[config.mk]
export PLATFORM = sky130hd
export DESIGN_NAME = bmd_top
export DESIGN_NICKNAME = d
export VERILOG_FILES = /design/src/core/bmd_pkg.sv /design/src/core/bmd_top.sv
export VERILOG_INCLUDE_DIRS = /design/src /design/src/core
export SDC_FILE = /design/constraint.sdc
export NUM_CORES = 1
export LEC_CHECK = 0
export BUFFER_PORTS_ARGS = -buffer_cell sky130_fd_sc_hd__buf_4
export CAP_MARGIN = 20
export CORE_MARGIN = 3
export CORE_UTILIZATION = 55
export DETAILED_ROUTE_END_ITERATION = 8
export PLACE_DENSITY = 0.84
export SLEW_MARGIN = 40
export SYNTH_ARGS = -nofsm -noshare
export SYNTH_HDL_FRONTEND = slang
export SYNTH_SLANG_ARGS = --single-unit
export TNS_END_PERCENT = 10
[constraint.sdc]
create_clock -name clock -period 3.5 [get_ports clock]
set_input_delay 0.525 -clock clock [delete_from_list [all_inputs] [get_ports clock]]
set_output_delay 0.525 -clock clock [all_outputs]
set_load 0.02 [all_outputs]
[src/core/bmd_defines.svh]
`ifndef BMD_DEFINES_SVH
`define BMD_DEFINES_SVH

// ****************************************
// pattern and field constants
// ****************************************
`define BMD_PIXEL_W        24
`define BMD_MUTE_PATTERN   24'h666666
`define BMD_BLACK_PIXEL    24'h000000
`define BMD_AUDIO_W        4
`define BMD_AUDIO_SILENT   4'h0
`define BMD_RUN_W          16
`define BMD_RUN_ZERO       16'h0000
`define BMD_RUN_ONE        16'h0001

// ****************************************
// timing
// ****************************************
// blanking run (in pixel cycles) after which the link counts as sync-only
`define BMD_SYNC_ONLY_RUN  16'hFFFF

`endif

[src/core/bmd_pkg.sv]
package bmd_pkg;

  // ****************************************
  // blackout state machine
  // ****************************************
  typedef enum logic [1:0] {
    BMD_ST_PASS  = 2'b01,
    BMD_ST_BLACK = 2'b10
  } bmd_state_t;

endpackage : bmd_pkg

[src/core/bmd_top.sv]
// Summary of operation
// - blanking pixel equal mute pattern enters blackout
// - blackout silences audio and blacks out video
// - data enable active high, select bit inverts
// - data enable always blanking: pattern never checked
`timescale 1ns/10ps
`default_nettype none
`include "bmd_defines.svh"

module bmd_top #(
  parameter int                PIXEL_W       = `BMD_PIXEL_W,
  parameter int                AUDIO_W       = `BMD_AUDIO_W,
  parameter logic [`BMD_RUN_W-1:0] SYNC_ONLY_RUN = `BMD_SYNC_ONLY_RUN
) (
  // clock and reset
  input  wire logic               clock,
  input  wire logic               rst_n,
  // configuration
  input  wire logic               data_enable_level_select,
  input  wire logic               blackout_release,
  // recovered video and audio
  input  wire logic [PIXEL_W-1:0] pixel_data_in,
  input  wire logic               active_video_flag_in,
  input  wire logic               hsync_in,
  input  wire logic               vsync_in,
  input  wire logic [AUDIO_W-1:0] audio_data_in,
  // outgoing video and audio
  output logic      [PIXEL_W-1:0] pixel_data_out,
  output logic                    active_video_flag_out,
  output logic                    hsync_out,
  output logic                    vsync_out,
  output logic      [AUDIO_W-1:0] audio_data_out,
  // status
  output logic                    media_blackout_state
);

  // ****************************************
  // data enable level and blanking
  // ****************************************
  wire logic de_active;
  wire logic de_blank;
  assign de_active = active_video_flag_in ^ data_enable_level_select;
  assign de_blank  = ~de_active;

  // ****************************************
  // sync-only detection
  // ****************************************
  // a link whose data enable never goes active carries no mute command;
  // without this guard sync-only timing could match on idle data
  logic [`BMD_RUN_W-1:0] blank_run_reg;
  logic [`BMD_RUN_W-1:0] blank_run_next;
  logic                  de_seen_reg;
  logic                  de_seen_next;
  wire logic             run_full;

  assign run_full       = (blank_run_reg == SYNC_ONLY_RUN);
  assign blank_run_next = de_active ? `BMD_RUN_ZERO
                        : (run_full ? blank_run_reg : blank_run_reg + `BMD_RUN_ONE);
  assign de_seen_next   = de_active | (de_seen_reg & ~run_full);

  always_ff @(posedge clock or negedge rst_n) begin
    if (!rst_n) begin
      blank_run_reg <= `BMD_RUN_ZERO;
      de_seen_reg   <= 1'b0;
    end else begin
      blank_run_reg <= blank_run_next;
      de_seen_reg   <= de_seen_next;
    end
  end

  // ****************************************
  // mute pattern compare
  // ****************************************
  wire logic pattern_hit;
  wire logic mute_cmd;
  assign pattern_hit = (pixel_data_in == PIXEL_W'(`BMD_MUTE_PATTERN));
  assign mute_cmd    = pattern_hit & de_blank & de_seen_reg;

  // ****************************************
  // blackout state machine
  // ****************************************
  bmd_pkg::bmd_state_t state_reg;
  bmd_pkg::bmd_state_t state_next;

  // a command in the release cycle wins, so no mute is lost
  always_comb begin
    state_next = state_reg;
    unique case (state_reg)
      bmd_pkg::BMD_ST_PASS: begin
        if (mute_cmd) begin
          state_next = bmd_pkg::BMD_ST_BLACK;
        end
      end
      bmd_pkg::BMD_ST_BLACK: begin
        if (blackout_release && !mute_cmd) begin
          state_next = bmd_pkg::BMD_ST_PASS;
        end
      end
      default: begin
        state_next = bmd_pkg::BMD_ST_BLACK;
      end
    endcase
  end

  always_ff @(posedge clock or negedge rst_n) begin
    if (!rst_n) begin
      state_reg <= bmd_pkg::BMD_ST_PASS;
    end else begin
      state_reg <= state_next;
    end
  end

  // ****************************************
  // output stage
  // ****************************************
  // the muting takes effect on the same edge as the state change,
  // so not one pixel after the command leaves unblanked
  wire logic                black_next;
  wire logic [PIXEL_W-1:0]  pixel_next;
  wire logic [AUDIO_W-1:0]  audio_next;
  assign black_next = (state_next == bmd_pkg::BMD_ST_BLACK);
  assign pixel_next = black_next ? PIXEL_W'(`BMD_BLACK_PIXEL) : pixel_data_in;
  assign audio_next = black_next ? AUDIO_W'(`BMD_AUDIO_SILENT) : audio_data_in;

  always_ff @(posedge clock or negedge rst_n) begin
    if (!rst_n) begin
      pixel_data_out        <= PIXEL_W'(`BMD_BLACK_PIXEL);
      active_video_flag_out <= 1'b0;
      hsync_out             <= 1'b0;
      vsync_out             <= 1'b0;
      audio_data_out        <= AUDIO_W'(`BMD_AUDIO_SILENT);
      media_blackout_state  <= 1'b0;
    end else begin
      pixel_data_out        <= pixel_next;
      active_video_flag_out <= active_video_flag_in;
      hsync_out             <= hsync_in;
      vsync_out             <= vsync_in;
      audio_data_out        <= audio_next;
      media_blackout_state  <= black_next;
    end
  end

  // ****************************************
  // assertions
  // ****************************************
  property p_enter_on_blank_match;
    @(posedge clock) disable iff (!rst_n)
      (pixel_data_in == PIXEL_W'(`BMD_MUTE_PATTERN)) && de_blank && de_seen_reg
      |=> media_blackout_state;
  endproperty
  a_enter_on_blank_match: assert property (p_enter_on_blank_match)
    else $error("mute pattern in blanking did not enter blackout");

  property p_outputs_muted;
    @(posedge clock) disable iff (!rst_n)
      media_blackout_state |-> (pixel_data_out == PIXEL_W'(`BMD_BLACK_PIXEL))
                               && (audio_data_out == AUDIO_W'(`BMD_AUDIO_SILENT));
  endproperty
  a_outputs_muted: assert property (p_outputs_muted)
    else $error("blackout with live video or audio");

  property p_active_level_no_entry;
    @(posedge clock) disable iff (!rst_n)
      !media_blackout_state && (active_video_flag_in != data_enable_level_select)
      |=> !media_blackout_state;
  endproperty
  a_active_level_no_entry: assert property (p_active_level_no_entry)
    else $error("blackout entered during active video");

  property p_sync_only_no_entry;
    @(posedge clock) disable iff (!rst_n)
      !media_blackout_state && !de_seen_reg |=> !media_blackout_state;
  endproperty
  a_sync_only_no_entry: assert property (p_sync_only_no_entry)
    else $error("blackout entered on sync-only link");

  property p_entry_needs_full_word;
    @(posedge clock) disable iff (!rst_n)
      !media_blackout_state ##1 media_blackout_state
      |-> $past(pixel_data_in) == PIXEL_W'(`BMD_MUTE_PATTERN);
  endproperty
  a_entry_needs_full_word: assert property (p_entry_needs_full_word)
    else $error("blackout entered without full pattern word");

  property p_pass_through;
    @(posedge clock) disable iff (!rst_n)
      !media_blackout_state ##1 !media_blackout_state
      |-> pixel_data_out == $past(pixel_data_in);
  endproperty
  a_pass_through: assert property (p_pass_through)
    else $error("video altered outside blackout");

  property p_blackout_holds;
    @(posedge clock) disable iff (!rst_n)
      media_blackout_state && !blackout_release |=> media_blackout_state;
  endproperty
  a_blackout_holds: assert property (p_blackout_holds)
    else $error("blackout left without release");

  property p_run_end_disarms;
    @(posedge clock) disable iff (!rst_n)
      run_full && de_blank |=> !de_seen_reg;
  endproperty
  a_run_end_disarms: assert property (p_run_end_disarms)
    else $error("sync-only run did not disarm the compare");

  property p_active_rearms;
    @(posedge clock) disable iff (!rst_n)
      de_active |=> de_seen_reg && (blank_run_reg == `BMD_RUN_ZERO);
  endproperty
  a_active_rearms: assert property (p_active_rearms)
    else $error("active cycle did not rearm the compare");

  property p_no_entry_without_word;
    @(posedge clock) disable iff (!rst_n)
      !media_blackout_state && !pattern_hit |=> !media_blackout_state;
  endproperty
  a_no_entry_without_word: assert property (p_no_entry_without_word)
    else $error("blackout entered without mute pattern");

endmodule : bmd_top

`default_nettype wire

==> impl_summary.txt <==
----------------------------------------------------
[Clocking]
  Number of setup buffers added after CTS ... 0
  Hold Buf Count CTS ... 0
  Clock tree from TritonCTS ... built
  CTS Buf Count ... 5
  Insertion delay to the later sink of the worst-skew pair ... 0.31 ns
  Clock transition at the register clock pins on the worst setup and hold paths after CTS ... 0.08 ns
  Resized Gates After CTS ... 0
  Max Buffers Root-to-Sink ... 2
  Number of clock sinks ... 51
  Root buffer cell ... clkbuf_8
  Clock H-tree levels ... 2

[Timing]
  Final setup skew ... 0.002641 ns
  Post-Route Setup TNS ... 0 ns
  Slew margin rel. ... 55.66%
  Final setup violation count ... 0
  Min cycle time layout ... 2.228 ns
  Count of final hold-check violations ... 0
  Max Freq ... 0.4489 GHz
  Setup repair after global routing missed its margin ... no
  Share of the clock period used by the worst path after layout ... 63.65%
  Final max-slew violation count ... 0
  Slew at the pin with the worst max-slew slack ... 0.6602 ns

[Power and ir drop]
  Fraction of power consumed by combinational cells ... 14.7%
  Clk network pwr share ... 28.9%
  Fraction of power spent switching nets ... 24.98%
  Maximum vdd drop ... 0.3181 mV
  Total leakage power ... 1.304 nW
  Share of total power in sequential cells ... 56.4%
  Post-layout total power ... 1.115 mW
  Switching power ... 278.4 uW
  Internal power component ... 836.4 uW
  Cell area power density ... 391.3 nW/um2

[Detailed routing]
  Number of optimization iterations in the first detailed-route pass ... 5
  Drt total wl ... 4671 um
  Antenna-violating nets left ... 0
  Iteration-0 DRC Markers ... 93
  Final routed DRC violation total ... 0
  Routed via count ... 1,619
  Post-DR vias/cell ... 5.361
  Final routed wire length divided by cell count ... 15.47 um

[Global route]
  Via count of the first global-routing pass ... 1,644
  Wire length of the first global-routing pass ... 7755 um
  Grt total ovfl ... 0
  Total global-route track usage ... 19.97%
  Antenna violations before repair ... 0
  Largest net degree at the start of global routing ... 52

[Yosys]
  Portion of synthesized cell area occupied by the leading cell type ... 55.65%
  Synth Flop Type ... dfrtp_1
  Most numerous cell types in the synthesized netlist ... dfrtp_1, nor3b_1, nor2_1
  Part of the Yosys area used for sequential elements ... 56.82%
  Flops & latches, synth ... 51
  Most frequently used cell type in the post-synthesis netlist ... dfrtp_1
  Syn. warnings ... 0
  Avg Cell Area, Syn ... 12.02 um2
  Library cell with the largest summed area after synthesis ... dfrtp_1
  Post-synthesis instance total ... 187
  Number of enable-type register cells in the synthesized netlist ... 0
  FFs w/ async S/R, synth ... 100.0%
  Net count after synthesis ... 225
  Cell area after synthesis ... 2248 um2
  Number of unique standard cell types used by synthesis ... 40
  Leading cell types by total area after synthesis ... dfrtp_1, nor3b_1, nor3b_2, xnor2_1, nor2_1

[Status]
  Status ... finished clean

[Final layout]
  Net total in the final layout ... 291
  Layout cells sized above 1 ... 36.22%
  Area added between synthesis and finish ... 26.71%
  Max FFs per register ... 24
  Antenna cells ... 0

[Floorplan]
  Placeable core area ... 3799 um2
  IO Count ... 67
  Die X ... 69.94 um
  Standard-cell rows ... 22
  DIE AREA ... 4891 um2
  Initial Util ... 59.19%
  Die Span Y ... 69.94 um

[Setup path]
  CP arrival ... 2.40 ns
  Sort of element at the start of the critical path ... primary input
  Critical path endpoint category ... flip-flop
  Critical path class ... in -> reg
  WP data required ... 3.67 ns
  Critical Path Fanout Max ... 29

[Placement]
  Total half-perimeter wirelength after legalization and detailed placement ... 3417 um
  Number of I/O port buffers ... 66
  Gpl congestion ... 0.7800

[Run]
  Max-Cap Viols ... 0

[Worst hold path]
  Classification of the worst-slack hold path ... in -> async

----------------------------------------------------
==> cell families after synthesis <==
logic type | after synthesis | share of synthesized area [%]
buffers and inverters | 12 | 3.116
AND/OR/NAND/NOR | 91 | 27.10
adder cells (fa/ha/maj) | 3 | 1.670
multiplexers | 2 | 0.8904
flip-flops | 51 | 56.82
AO/OA/AOI/OAI | 16 | 5.398
XOR/XNOR | 12 | 5.008
==> cell usage in the layout, fill, tap and decap left out, drive strengths merged, types with 3 or more instances in the layout <==
| master | instances |
|---|---|
| a21oi | 7 |
| and3 | 4 |
| buf | 67 |
| clkbuf | 7 |
| dfrtp | 50 |
| ha | 3 |
| inv | 4 |
| nand2 | 10 |
| nand3 | 6 |
| nor2 | 17 |
| nor3 | 7 |
| nor3b | 28 |
| nor4 | 4 |
| nor4bb | 3 |
| xnor2 | 10 |
==> layer usage <==
metal  track usage [%]  vias to the layer above  wire, um  part of all wire (%)
met2             33.37                       39      2542                    54
met1             25.12                      788      1846                    40
met4             4.255                        0        35                  0.75
met3             7.050                        4       246                   5.3
met5                 0                        -         0                     0
li1                  -                      788         -                     -
==> worst max-delay path, stage by stage <==
cell       delay [ns]
buf_4            0.12
xor2_2           0.15
buf_4            0.19
or4_4            0.54
a2111oi_4        0.19
a211o_2          0.54
nor3b_1          0.13
==> cell type report <==
class                   count  area (um2)
inverters                   4       15.01
multi-input cells         124       912.1
flip-flops and latches     51        1277
fillers                   279       949.7
clock buffers               7       76.32
well taps                  48       60.06
repair buffers             67       503.0
clock inverters             1       5.005
==> final timing paths <==
path                                           from                    to  slack (ns)  cells after the start
max                        data_enable_level_select     pixel_data_out[1]        1.27                      7
min                                           rst_n     blank_run_reg[15]        0.23                      1
max reg2reg                            state_reg[0]  media_blackout_state        1.33                      5
min reg2reg                             de_seen_reg           de_seen_reg        0.52                      1
max in group asynchronous                     rst_n    pixel_data_out[15]        2.87                      1
min in group clock                         vsync_in             vsync_out        0.32                      1
==> per-stage QoR <==
step / hold slack (ns) / cells / util [%] / worst slack (ns) / instance area (um2)
after global placement: 0.4805 / 294 / 72.56 / 0.9598 / 2756
after global routing: 0.2742 / 302 / 75.00 / 1.166 / 2849
after CTS: 0.2510 / 302 / 75.00 / 1.266 / 2849
after detailed placement: 0.4869 / 294 / 72.86 / 0.9377 / 2768
after floorplan: 0.2294 / 187 / - / 1.393 / 2248
final: 0.2283 / 302 / 75.00 / 1.272 / 2849
==> power by group through the flow <==
stage / Clock [mW] / Combinational (mW) / Sequential (mW)
final: 0.322 / 0.164 / 0.629
after detailed placement: 0 / 0.166 / 0.641
after CTS: 0.328 / 0.166 / 0.629
after global placement: 0 / 0.162 / 0.640
after global routing: 0.353 / 0.178 / 0.632
after floorplan: 0 / 0.0499 / 0.666
Note: power is estimated with default switching activity, not from simulation.
